<file path="config.mk">
export PLATFORM = sky130hd
export DESIGN_NAME = fp_load_multiple_unit
export DESIGN_NICKNAME = d
export VERILOG_FILES = /design/src/fp_load_multiple_pkg.sv /design/src/fp_load_multiple_unit.sv
export SDC_FILE = /design/constraint.sdc
export NUM_CORES = 1
export LEC_CHECK = 0
export BUFFER_PORTS_ARGS = -buffer_cell sky130_fd_sc_hd__buf_2
export CORE_MARGIN = 10
export CORE_UTILIZATION = 37
export DETAILED_ROUTE_END_ITERATION = 12
export RECOVER_POWER = 25
export SLEW_MARGIN = 20
export SYNTH_ARGS = -nofsm -noshare
export SYNTH_HDL_FRONTEND = slang
export SYNTH_SLANG_ARGS = --single-unit
</file>
<file path="constraint.sdc">
create_clock -name pclk -period 3.3 [get_ports pclk]
set_input_delay 0.165 -clock pclk [delete_from_list [all_inputs] [get_ports pclk]]
set_output_delay 0.165 -clock pclk [all_outputs]
set_load 0.02 [all_outputs]
</file>
<file path="src/fp_load_multiple_pkg.sv">
/*
 * Shared types and constants for the floating-point load-multiple unit.
 * Assumes a 32-bit memory read port and a 32-bit core register read/write port.
 */
package fp_load_multiple_pkg;

    // ------------------------------------------------------------
    // Instruction field positions
    // ------------------------------------------------------------
    localparam int BEFORE_BIT = 24;
    localparam int UP_BIT = 23;
    localparam int EXTRA_BIT = 22;
    localparam int WBACK_BIT = 21;
    localparam int BASE_LSB = 16;
    localparam int FIRST_LSB = 12;
    localparam int SIZE_BIT = 8;

    // ------------------------------------------------------------
    // Fixed values
    // ------------------------------------------------------------
    localparam logic [3:0] STACK_PTR_IDX = 4'hd;
    localparam logic [3:0] PC_IDX = 4'hf;
    localparam logic [8:0] MAX_DREGS = 9'h010;
    localparam logic [8:0] REG_LIMIT = 9'h020;
    localparam logic [8:0] SMALL_LIMIT = 9'h010;
    localparam logic [31:0] WORD_STEP = 32'h0000_0004;
    localparam logic [3:0] IRQ_RESET = 4'h0;

    // ------------------------------------------------------------
    // Decode outcomes
    // ------------------------------------------------------------
    typedef enum logic [2:0] {
        DEC_EXECUTE,
        DEC_RELATED_XFER,
        DEC_STACK_POP,
        DEC_SINGLE_LOAD,
        DEC_LEGACY_EXT,
        DEC_UNDEFINED,
        DEC_UNPREDICTABLE
    } dec_kind_t;

    // Memory read request
    typedef struct packed {
        logic valid;
        logic [31:0] addr;
    } mem_req_t;

    // Extension register write
    typedef struct packed {
        logic valid;
        logic dbl;
        logic [4:0] idx;
        logic [63:0] data;
    } ext_wr_t;

endpackage : fp_load_multiple_pkg

</file>
<file path="src/fp_load_multiple_unit.sv">
/*
 * Decode, check and sequencer for the floating-point load-multiple instruction.
 * Assumes the fetch side holds instr_valid until instr_ready, the base value
 * is read combinationally by the caller and presented with the instruction,
 * and memory returns one word per request with a one-cycle rvalid pulse.
 */
`timescale 1ns/1ps
module fp_load_multiple_unit (
    input wire logic pclk,
    input wire logic presetn,
    input wire logic instr_valid,
    input wire logic [31:0] instr_word,
    input wire logic [31:0] base_value,
    input wire logic cond_pass,
    input wire logic fp_access_ok,
    input wire logic big_endian,
    input wire logic small_bank,
    output logic instr_ready,
    output logic [2:0] dec_kind,
    output logic dec_strobe,
    output fp_load_multiple_pkg::mem_req_t mem_req,
    input wire logic mem_rvalid,
    input wire logic [31:0] mem_rdata,
    output fp_load_multiple_pkg::ext_wr_t ext_wr,
    output logic base_wr_valid,
    output logic [3:0] base_wr_idx,
    output logic [31:0] base_wr_data,
    output logic busy,
    // Register bus for interrupt status/mask
    input wire logic psel,
    input wire logic penable,
    input wire logic pwrite,
    input wire logic [11:0] paddr,
    input wire logic [31:0] pwdata,
    output logic [31:0] prdata,
    output logic pready,
    output logic pslverr,
    output logic irq
);

    localparam logic [11:0] STATUS_OFS = 12'h000;
    localparam logic [11:0] MASK_OFS = 12'h004;

    typedef enum logic [1:0] {S_IDLE, S_READ, S_WAIT, S_DONE} state_t;

    // ------------------------------------------------------------
    // Decode
    // ------------------------------------------------------------
    function automatic fp_load_multiple_pkg::dec_kind_t classify(
        input logic [31:0] w, input logic sb);
        logic p;
        logic u;
        logic wb;
        logic dbl;
        logic [8:0] regs;
        logic [8:0] first;
        p = w[fp_load_multiple_pkg::BEFORE_BIT];
        u = w[fp_load_multiple_pkg::UP_BIT];
        wb = w[fp_load_multiple_pkg::WBACK_BIT];
        dbl = w[fp_load_multiple_pkg::SIZE_BIT];
        regs = dbl ? {2'h0, w[7:1]} : {1'h0, w[7:0]};
        first = dbl ? {4'h0, w[22], w[15:12]} : {4'h0, w[15:12], w[22]};
        if (!p && !u && !wb)
            classify = fp_load_multiple_pkg::DEC_RELATED_XFER;
        else if (!p && u && wb && w[19:16] == fp_load_multiple_pkg::STACK_PTR_IDX)
            classify = fp_load_multiple_pkg::DEC_STACK_POP;
        else if (p && !wb)
            classify = fp_load_multiple_pkg::DEC_SINGLE_LOAD;
        else if (dbl && w[0])
            classify = fp_load_multiple_pkg::DEC_LEGACY_EXT;
        else if (p == u && wb)
            classify = fp_load_multiple_pkg::DEC_UNDEFINED;
        else if (w[19:16] == fp_load_multiple_pkg::PC_IDX)
            classify = fp_load_multiple_pkg::DEC_UNDEFINED;
        else if (regs == 9'h000 || first + regs > fp_load_multiple_pkg::REG_LIMIT)
            classify = fp_load_multiple_pkg::DEC_UNPREDICTABLE;
        else if (dbl && regs > fp_load_multiple_pkg::MAX_DREGS)
            classify = fp_load_multiple_pkg::DEC_UNPREDICTABLE;
        else if (dbl && sb && first + regs > fp_load_multiple_pkg::SMALL_LIMIT)
            classify = fp_load_multiple_pkg::DEC_UNPREDICTABLE;
        else
            classify = fp_load_multiple_pkg::DEC_EXECUTE;
    endfunction : classify

    fp_load_multiple_pkg::dec_kind_t kind;
    logic w_dbl;
    logic [7:0] w_count;
    logic [4:0] w_first;
    logic [31:0] w_bytes;

    // Field extraction of the presented word
    always_comb begin
        kind = classify(instr_word, small_bank);
        w_dbl = instr_word[fp_load_multiple_pkg::SIZE_BIT];
        w_count = w_dbl ? {1'h0, instr_word[7:1]} : instr_word[7:0];
        w_first = w_dbl ? {instr_word[22], instr_word[15:12]}
                        : {instr_word[15:12], instr_word[22]};
        w_bytes = {22'h0, instr_word[7:0], 2'h0};
    end

    // ------------------------------------------------------------
    // Sequencer
    // ------------------------------------------------------------
    state_t state_q;
    logic dbl_q;
    logic be_q;
    logic half_q;
    logic [7:0] left_q;
    logic [4:0] idx_q;
    logic [31:0] addr_q;
    logic [31:0] first_word_q;
    logic accept;
    logic done_pulse;
    logic undef_pulse;

    // Checks gate memory and register effects: a failed condition only sets status bit 3
    // Ready still stands while the word is held, so it is not taken twice
    assign accept = instr_valid && !instr_ready && state_q == S_IDLE;
    assign done_pulse = state_q == S_DONE;
    assign undef_pulse = accept && cond_pass && fp_access_ok
        && (kind == fp_load_multiple_pkg::DEC_UNDEFINED
            || kind == fp_load_multiple_pkg::DEC_UNPREDICTABLE);

    // Instruction acceptance and word stepping
    always_ff @(posedge pclk or negedge presetn) begin
        if (!presetn) begin
            state_q <= S_IDLE;
            dbl_q <= 1'b0;
            be_q <= 1'b0;
            half_q <= 1'b0;
            left_q <= 8'h00;
            idx_q <= 5'h00;
            addr_q <= 32'h0000_0000;
            first_word_q <= 32'h0000_0000;
        end else begin
            case (state_q)
                S_IDLE: begin
                    if (accept && cond_pass && fp_access_ok
                        && kind == fp_load_multiple_pkg::DEC_EXECUTE) begin
                        state_q <= S_READ;
                        dbl_q <= w_dbl;
                        be_q <= big_endian;
                        half_q <= 1'b0;
                        left_q <= w_count;
                        idx_q <= w_first;
                        addr_q <= instr_word[fp_load_multiple_pkg::UP_BIT]
                            ? base_value : base_value - w_bytes;
                    end
                end
                S_READ: state_q <= S_WAIT;
                S_WAIT: begin
                    if (mem_rvalid) begin
                        addr_q <= addr_q + fp_load_multiple_pkg::WORD_STEP;
                        if (dbl_q && !half_q) begin
                            first_word_q <= mem_rdata;
                            half_q <= 1'b1;
                            state_q <= S_READ;
                        end else begin
                            half_q <= 1'b0;
                            idx_q <= idx_q + 5'h01;
                            left_q <= left_q - 8'h01;
                            state_q <= (left_q == 8'h01) ? S_DONE : S_READ;
                        end
                    end
                end
                S_DONE: state_q <= S_IDLE;
                default: state_q <= S_IDLE;
            endcase
        end
    end

    // Registered outputs toward memory, register files and fetch
    always_ff @(posedge pclk or negedge presetn) begin
        if (!presetn) begin
            mem_req <= '0;
            ext_wr <= '0;
            base_wr_valid <= 1'b0;
            base_wr_idx <= 4'h0;
            base_wr_data <= 32'h0000_0000;
            instr_ready <= 1'b0;
            dec_kind <= 3'h0;
            dec_strobe <= 1'b0;
            busy <= 1'b0;
        end else begin
            mem_req.valid <= state_q == S_READ;
            mem_req.addr <= addr_q;
            busy <= state_q != S_IDLE || (accept && kind == fp_load_multiple_pkg::DEC_EXECUTE);
            instr_ready <= accept;
            dec_strobe <= accept;
            dec_kind <= 3'(kind);
            ext_wr.valid <= state_q == S_WAIT && mem_rvalid && !(dbl_q && !half_q);
            ext_wr.dbl <= dbl_q;
            ext_wr.idx <= idx_q;
            if (dbl_q)
                ext_wr.data <= be_q ? {first_word_q, mem_rdata}
                                    : {mem_rdata, first_word_q};
            else
                ext_wr.data <= {32'h0000_0000, mem_rdata};
            // Writeback at acceptance; the base value was sampled then too
            base_wr_valid <= accept && cond_pass && fp_access_ok
                && kind == fp_load_multiple_pkg::DEC_EXECUTE
                && instr_word[fp_load_multiple_pkg::WBACK_BIT];
            base_wr_idx <= instr_word[19:16];
            base_wr_data <= instr_word[fp_load_multiple_pkg::UP_BIT]
                ? base_value + w_bytes : base_value - w_bytes;
        end
    end

    // ------------------------------------------------------------
    // Interrupt status and APB slave
    // ------------------------------------------------------------
    // Bit 0 done, bit 1 undefined, bit 2 unpredictable-as-undefined, bit 3 rejected check
    logic [3:0] status_q;
    logic [3:0] mask_q;
    logic [3:0] events;
    logic wr_en;

    assign wr_en = psel && penable && pwrite;
    assign events = {accept && (!cond_pass || !fp_access_ok),
                     undef_pulse && kind == fp_load_multiple_pkg::DEC_UNPREDICTABLE,
                     undef_pulse && kind == fp_load_multiple_pkg::DEC_UNDEFINED,
                     done_pulse};

    // Sticky bits: a new event wins over a clearing write
    always_ff @(posedge pclk or negedge presetn) begin
        if (!presetn) begin
            status_q <= fp_load_multiple_pkg::IRQ_RESET;
            mask_q <= fp_load_multiple_pkg::IRQ_RESET;
        end else begin
            if (wr_en && paddr == MASK_OFS)
                mask_q <= pwdata[3:0];
            if (wr_en && paddr == STATUS_OFS)
                status_q <= (status_q & ~pwdata[3:0]) | events;
            else
                status_q <= status_q | events;
        end
    end

    // Zero-wait slave; unmapped addresses answer with an error
    always_ff @(posedge pclk or negedge presetn) begin
        if (!presetn) begin
            prdata <= 32'h0000_0000;
            pready <= 1'b0;
            pslverr <= 1'b0;
            irq <= 1'b0;
        end else begin
            irq <= |(status_q & mask_q);
            pready <= psel && !penable;
            pslverr <= psel && !penable && paddr != STATUS_OFS && paddr != MASK_OFS;
            if (psel && !penable && !pwrite)
                prdata <= (paddr == STATUS_OFS) ? {28'h0, status_q}
                        : (paddr == MASK_OFS) ? {28'h0, mask_q} : 32'h0000_0000;
        end
    end

    // ------------------------------------------------------------
    // Checks
    // ------------------------------------------------------------
    // Control bits of the presented word, named for the checks
    logic before_set;
    logic up_set;
    logic wback_set;
    logic [3:0] base_reg_field;
    assign before_set = instr_word[fp_load_multiple_pkg::BEFORE_BIT];
    assign up_set = instr_word[fp_load_multiple_pkg::UP_BIT];
    assign wback_set = instr_word[fp_load_multiple_pkg::WBACK_BIT];
    assign base_reg_field = instr_word[fp_load_multiple_pkg::BASE_LSB +: 4];
endmodule : fp_load_multiple_unit

</file>
# Yosys cells after proc, flatten, opt, wreduce, memory -nomap -nowiden

Cells that the tools add are included.

Register bits after elaboration: 271
Latch bits: 0
RAM bits: 0
ROM bits: 0
Input port bits: 151
Output and inout port bits: 182
Word-level logic and storage cells: 154
Memories kept: 0

$add $sub $neg: 6
$mul: 0
Divide/modulo/power cells: 0
Order comparisons: 3
Eq/ne operators: 14
Shift operators: 0
Muxes and demuxes: 40
Bitwise gates (word level): 5
Reductions and logical operators: 60

Operators by type and width:

| cell                                                          | number |
|---|---|
| 2-to-1 mux 32 bit                                             | 4 |
| 2-to-1 mux 64 bit                                             | 2 |
| case mux 32 bit (2 select lines)                              | 1 |
| 2-to-1 mux 8 bit                                              | 5 |
| logical AND 1 bit                                             | 33 |
| adder 32 x 10 -> 32 bit                                       | 1 |
| adder 32 x 3 -> 32 bit, second input constant                 | 1 |
| subtractor 32 x 10 -> 32 bit                                  | 1 |
| 2-to-1 mux 3 bit                                              | 9 |
| 2-to-1 mux 5 bit                                              | 5 |
| case mux 8 bit (2 select lines)                               | 1 |
| == test 12 x 3 -> 1 bit, second input constant                | 1 |
| logical NOT 12 bit                                            | 1 |
| 2-to-1 mux 4 bit                                              | 3 |
| inequality test 12 x 3 -> 1 bit, second input constant        | 1 |
| nonzero test 12 bit                                           | 1 |
| logical NOT 1 bit                                             | 10 |
| case mux 5 bit (2 select lines)                               | 1 |
| adder 5 x 8 -> 9 bit                                          | 1 |
| greater-than comparator 9 x 5 -> 1 bit, second input constant | 1 |
| greater-than comparator 9 x 6 -> 1 bit, second input constant | 1 |
| logical NOT 9 bit                                             | 1 |
| bitwise AND 4 bit                                             | 2 |
| == test 4 bit, second input constant                          | 2 |
| 24 further kinds                                              | 39 |

# Longest topological paths before layout

Word-level depth: 19
Depth in mapped cells: 16
Gate-level depth less buffers: 14

# Worst setup path after synthesis

No wires, ideal clock.

Path kind: input -> register
From: input instr_word[8]
To: register addr_q[15]
Library setup time: 0.138 ns
Data arrival time: 3.513 ns
Data required time: 3.162 ns
Path slack: -0.351 ns
Cell stages on the path: 12
Path buffers: 2
Cell sequence: clkbuf_1 > clkbuf_1 > mux2_2 > ha_1 > fa_1 > a211o_1 > a21oi_1 > mux2_2 > and2_1 > or4_1 > nor2_1 > a211oi_1

Cells in the longest elaborated chain, start to end: 17
Elaborated cells between the ends (all ways): 25
Those cells by class: add/sub: 1; order compare: 3; eq/ne: 1; mux: 11; reduce/logical: 9

Ends and longest elaborated chain:

| item                                                        | line                                                     | text |
|---|---|---|
| start: declaration                                          | fp_load_multiple_unit.sv:12                              | `input wire logic [31:0] instr_word,` |
| 2-to-1 mux 5 bit / 2-to-1 mux 8 bit (equally long branches) | fp_load_multiple_unit.sv:62, fp_load_multiple_unit.sv:61 |  |
| adder 5 x 8 -> 9 bit                                        | fp_load_multiple_unit.sv:75, fp_load_multiple_unit.sv:79 |  |
| greater-than comparator 9 x 5 -> 1 bit                      | fp_load_multiple_unit.sv:79                              | `else if (dbl && sb && first + regs > fp_load_multiple_pkg::SMALL_LIMIT)` |
| logical AND 1 bit                                           | fp_load_multiple_unit.sv:79                              |  |
| 2-to-1 mux 3 bit                                            | fp_load_multiple_unit.sv:79                              |  |
| 2-to-1 mux 3 bit                                            | fp_load_multiple_unit.sv:77                              | `else if (dbl && regs > fp_load_multiple_pkg::MAX_DREGS)` |
| 2-to-1 mux 3 bit                                            | fp_load_multiple_unit.sv:75                              | `else if (regs == 9'h000 \|\| first + regs > fp_load_multiple_pkg::REG_LIMIT)` |
| 2-to-1 mux 3 bit                                            | fp_load_multiple_unit.sv:73                              | `else if (w[19:16] == fp_load_multiple_pkg::PC_IDX)` |
| 2-to-1 mux 3 bit                                            | fp_load_multiple_unit.sv:71                              | `else if (p == u && wb)` |
| 2-to-1 mux 3 bit *                                          | fp_load_multiple_unit.sv:69                              | `else if (dbl && w[0])` |
| 2-to-1 mux 3 bit *                                          | fp_load_multiple_unit.sv:67                              | `else if (p && !wb)` |
| 2-to-1 mux 3 bit *                                          | fp_load_multiple_unit.sv:65                              | `else if (!p && u && wb && w[19:16] == fp_load_multiple_pkg::STACK_PTR_IDX)` |
| 2-to-1 mux 3 bit *                                          | fp_load_multiple_unit.sv:63                              | `if (!p && !u && !wb)` |
| logical NOT 3 bit *                                         | fp_load_multiple_unit.sv:139                             | `&& kind == fp_load_multiple_pkg::DEC_EXECUTE) begin` |
| logical AND 1 bit *                                         | fp_load_multiple_unit.sv:139                             |  |
| inequality test 2 x 1 -> 1 bit (no line) *                  | -                                                        |  |
| AND reduction 3 bit (no line) *                             | -                                                        |  |
| end signal: assignment                                      | fp_load_multiple_unit.sv:146                             | `addr_q <= instr_word[fp_load_multiple_pkg::UP_BIT]` |
| end signal: assignment                                      | fp_load_multiple_unit.sv:153                             | `addr_q <= addr_q + fp_load_multiple_pkg::WORD_STEP;` |
| end: declaration                                            | fp_load_multiple_unit.sv:110                             | `logic [31:0] addr_q;` |

Every way passes the cells marked *; elsewhere a longest branch is shown, timed or not.
A chain may end at the register's enable or synchronous reset.

# Worst setup path in the final report

From: input instr_word[8]
To: register left_q[6]

Cells in the longest elaborated chain, start to end: 17
Elaborated cells between the ends (all ways): 28
Those cells by class: add/sub: 1; order compare: 3; eq/ne: 1; mux: 14; reduce/logical: 9

Ends and longest elaborated chain:

| item                                                        | line                                                                                  | text |
|---|---|---|
| 2-to-1 mux 5 bit / 2-to-1 mux 8 bit (equally long branches) | fp_load_multiple_unit.sv:62, fp_load_multiple_unit.sv:61, fp_load_multiple_unit.sv:95 |  |
| adder 5 x 8 -> 9 bit                                        | fp_load_multiple_unit.sv:75, fp_load_multiple_unit.sv:79                              |  |
| greater-than comparator 9 x 5 -> 1 bit                      | fp_load_multiple_unit.sv:79                                                           |  |
| logical AND 1 bit                                           | fp_load_multiple_unit.sv:79                                                           |  |
| 2-to-1 mux 3 bit                                            | fp_load_multiple_unit.sv:79                                                           |  |
| 2-to-1 mux 3 bit                                            | fp_load_multiple_unit.sv:77                                                           |  |
| 2-to-1 mux 3 bit                                            | fp_load_multiple_unit.sv:75                                                           |  |
| 2-to-1 mux 3 bit                                            | fp_load_multiple_unit.sv:73                                                           |  |
| 2-to-1 mux 3 bit                                            | fp_load_multiple_unit.sv:71                                                           |  |
| 2-to-1 mux 3 bit                                            | fp_load_multiple_unit.sv:69                                                           |  |
| 2-to-1 mux 3 bit                                            | fp_load_multiple_unit.sv:67                                                           |  |
| 2-to-1 mux 3 bit                                            | fp_load_multiple_unit.sv:65                                                           |  |
| 2-to-1 mux 3 bit                                            | fp_load_multiple_unit.sv:63                                                           |  |
| logical NOT 3 bit                                           | fp_load_multiple_unit.sv:139                                                          |  |
| logical AND 1 bit                                           | fp_load_multiple_unit.sv:139                                                          |  |
| inequality test 2 x 1 -> 1 bit (no line)                    | -                                                                                     |  |
| AND reduction 4 bit (no line)                               | -                                                                                     |  |
| end signal: assignment                                      | fp_load_multiple_unit.sv:144                                                          | `left_q <= w_count;` |
| end signal: assignment                                      | fp_load_multiple_unit.sv:161                                                          | `left_q <= left_q - 8'h01;` |
| end: declaration                                            | fp_load_multiple_unit.sv:108                                                          | `logic [7:0] left_q;` |

Several ways; a longest one is shown, not always the timed one. The select of a mux whose other input is x is not followed.

==> impl_metrics.env <==
export IMPL_powerDensity_nw_per_um2=624
export IMPL_vias_per_cell=4.96
export IMPL_synth_top_family_by_area="simple AND/OR/NAND/NOR gates"
export IMPL_port_buffers=265
export IMPL_cp_data_required_time_ns=3.73
export IMPL_muxShareOfSynthArea=0.105
export IMPL_syn_inst=1132
export IMPL_leakage_uw=0.00739
export IMPL_hpwl_um=26200
export IMPL_synth_simple_gate_area_frac=0.144
export IMPL_first_iter_violations=563
export IMPL_avgSynthCellArea_um2=10.7
export IMPL_use_met2=0.269
export IMPL_ctsResizeCount=0
export IMPL_core_um2=32400
export IMPL_synth_area_um2=12100
export IMPL_dieWidth_um=201
export IMPL_final_fill_count=3051
export IMPL_routed_wl_um=35400
export IMPL_grt_most_used_layer="met2"
export IMPL_hold_class="input pin to flop"
export IMPL_fin_cells=1957
export IMPL_ctsRootBufferMaster="clkbuf_16"
export IMPL_dieArea_um2=40300
export IMPL_synth_fa_ha_area_frac=0.0329
export IMPL_ys_ff_latch=243
export IMPL_drt_antenna_violating_nets=0
export IMPL_synth_ff_type="dfrtp_1"
export IMPL_antenna_found_initial=2
export IMPL_nets=1676
export IMPL_max_freq_mhz=336
export IMPL_worstSetupPathType="input pin to flop"
export IMPL_ys_warn_count=0
export IMPL_finalSetupViolations=0
export IMPL_ios=333
export IMPL_finalMaxSlewViolations=100
export IMPL_rrSetupSlack_ns=0.32
export IMPL_hold_viol_final=0
export IMPL_power_uw=9800
export IMPL_reg2reg_to="left_q[6]"
export IMPL_rows=66
export IMPL_rsz0062_at_grt="no"
export IMPL_ir_drop_mv=0.351
export IMPL_startpoint_type="input pin"
export IMPL_firstDrtPassIters=5
export IMPL_grt_pass1_wl_um=56400
export IMPL_ff2ff_path_depth=10
export IMPL_drc=0
export IMPL_reg2reg_from="state_q[0]"
export IMPL_track_usage=0.171
export IMPL_endpoint_kind="flop"
export IMPL_tightest_slew_ns=1.66
export IMPL_skew_ns=0.0165
export IMPL_crit_arrival_ns=3.41
export IMPL_start_util=0.373
export IMPL_period_minus_slack_ns=2.98
export IMPL_grt_pass1_vias=9968
export IMPL_finalCritPeriodShare=0.903
export IMPL_utilization=0.485
export IMPL_async_flop_share=1.00
export IMPL_drv_cap=2
export IMPL_outcome="complete, but fails checks"
export IMPL_worstHoldStart="mem_rvalid"
export IMPL_layout_drive_gt1_share=0.308
export IMPL_holdPathEnd="state_q[1]"
export IMPL_area_delta_synth_final_pct=30.1
export IMPL_ys_seq_area_frac=0.503
export IMPL_grt_max_degree=81
export IMPL_grt_use_met1=0.235
export IMPL_vias=9707
export IMPL_clk_latency_ns=0.54
export IMPL_clock_sinks=243
export IMPL_routabilityCongestion=0.861
export IMPL_htree_levels=1
export IMPL_grt_ovfl_total=0
export IMPL_die_h_um=201
export IMPL_routedWlPerCell_um=18.1
export IMPL_cts_buffer_depth=3
export IMPL_synth_edf_count=0
export IMPL_tritoncts="built"
export IMPL_synthXorXnorAreaFrac=0.0391
export IMPL_violations="capacitance limit, slew limit"
export IMPL_path_max_fanout=8
export IMPL_synth_cell_type_count=78
export IMPL_max_slew_margin=-0.109
export IMPL_clkTransAtPathRegs_ns=0.07
export IMPL_synth_compound_area_share=0.119
export IMPL_placedCellCount=1835
export IMPL_min_path_cells=3
export IMPL_grt_use_met3=0.0386
export IMPL_cts_buffers=28
-- synthesized netlist by cell type (3+ instances only) --
cell        n  area [um^2]
buf_4      32          240
xor2_1     13          114
o21ai_1     3         15.0
o31ai_1    11         82.6
fa_1        3         60.1
or3_1       7         43.8
buf_2       4         20.0
o211ai_1    4         30.0
and2_1      9         56.3
buf_1       8         30.0
and4_1      3         26.3
nand4_1    14         87.6
a21oi_1    69          345
mux2_2     76          856
nor3_1     32          160
nand2b_1    6         37.5
nor2_1     51          191
nor4_1      6         37.5
o22a_1      4         35.0
clkbuf_8    7         96.3
xnor2_1    39          342
inv_1      39          146
o21bai_1    7         52.6
a22o_1      7         61.3
mux2i_1    41          410
nand3_1    24          120
a21o_1      7         52.6
clkbuf_1   31          116
o21a_1      3         22.5
o21ai_0    65          325
ha_1       27          338
a31oi_1    10         62.6
nand2_1    94          353
or2_2       7         43.8
and3_1     13         81.3
a211oi_1    5         37.5
o22ai_1     9         56.3
nor2b_1    44          275
a22oi_1     5         37.5
dfrtp_1   243         6080
-- layer usage --
metal  up-vias  wire length [um]
met2       319             16000
met4         2               545
met5         -                12
met3        37              2350
li1       4653                 -
met1      4696             16600
-- report_power, final --
part           leakage, uW  internal, uW  switching, uW
Sequential         0.00307          3580            463
Combinational      0.00383           916           1480
Clock             0.000490          2140           1230
Total              0.00739          6630           3170
-- final cells by class --
cell class              instances  area [um^2]  share of cell area
flip-flops and latches        243         6080               0.387
diodes                          1         2.50            0.000159
inverters                      41          154             0.00980
clock buffers                  36          782              0.0498
repair buffers                390         2450               0.156
well taps                     442          553              0.0352
multi-input cells             791         5450               0.347
clock inverters                13          231              0.0147
-- state kept, by name, indices dropped and copies added (netlist names), 2 cells and up --
name          flops
first_word_q     32
base_wr_idx       4
idx_q             5
left_q            8
status_q          4
mask_q            4
ext_wr           71
addr_q           32
mem_req          33
state_q           2
dec_kind          3
prdata            4
base_wr_data     32
-- critical path, stage by stage --
cell	delay (ns)
buf_2	0.15
inv_1	0.08
nand2_1	0.07
o21ai_0	0.18
ha_1	0.29
fa_1	0.41
a211o_1	0.30
a21oi_2	0.16
mux2_2	0.35
a21oi_1	0.20
o2111ai_2	0.24
buf_4	0.21
o21ai_2	0.11
buf_4	0.21
nand2_1	0.06
a22o_1	0.23
-- logic make-up after synthesis --
family,after synthesis
DFF,243
other,1
muxes,117
and+or+nand+nor,331
adders and majority gates,30
xor gates and xnor gates,53
AOI/OAI and AO/OA,232
buffers and inverters,125
-- how the worst max path moves through the flow --
stage / from / end / slack (ns) / depth (start not counted)
after floorplan: instr_word[8] / addr_q[29] / 0.001 / 15
after CTS: state_q[0] / left_q[6] / 0.31 / 10
final: instr_word[8] / left_q[6] / 0.32 / 16
after global routing: presetn / be_q / 0.09 / 3
after global placement: instr_word[8] / left_q[6] / -0.17 / 16
after detailed placement: instr_word[8] / left_q[6] / -0.23 / 16
-- placed cells by master (no fill, tap or decap), types with 8 or more instances in the layout --
cell type and instances:
buf_4 47, dlygate4sd3_1 72, inv_1 39, xor2_1 13
nand2_1 94, o22ai_1 9, conb_1 28, clkbuf_1 13
nor3_1 32, clkbuf_16 29, and2_1 8, o31ai_1 11
a21oi_1 68, mux2i_1 41, and3_1 12, o21ai_0 65
nand3_1 24, a31oi_1 10, xnor2_1 39, nor2_1 50
mux2_2 76, ha_1 27, nor2b_1 42, buf_2 256
dfrtp_1 242, nand4_1 14
-- through the flow --
stage | hold WS [ns] | setup WS, ns | cell area (um^2) | setup TNS (ns)
finish | 0.0176 | 0.320 | 15700 | 0
global route | 0.0165 | 0.0903 | 15700 | 0
CTS | 0.00639 | 0.310 | 15700 | 0
detailed placement | 0.147 | -0.229 | 14000 | -5.83
global placement | 0.145 | -0.169 | 14000 | -3.18
floorplan | -0.131 | 0.00110 | 12200 | 0
-- repair_timing --
| action | 4_1_cts | 5_1_grt |
|---|---|---|
| setup buffers | 0 | 0 |
| endpoints found under the hold margin | 200 | 0 |
| hold buffers | 72 | 0 |
Power figures use the tool's default switching activity.
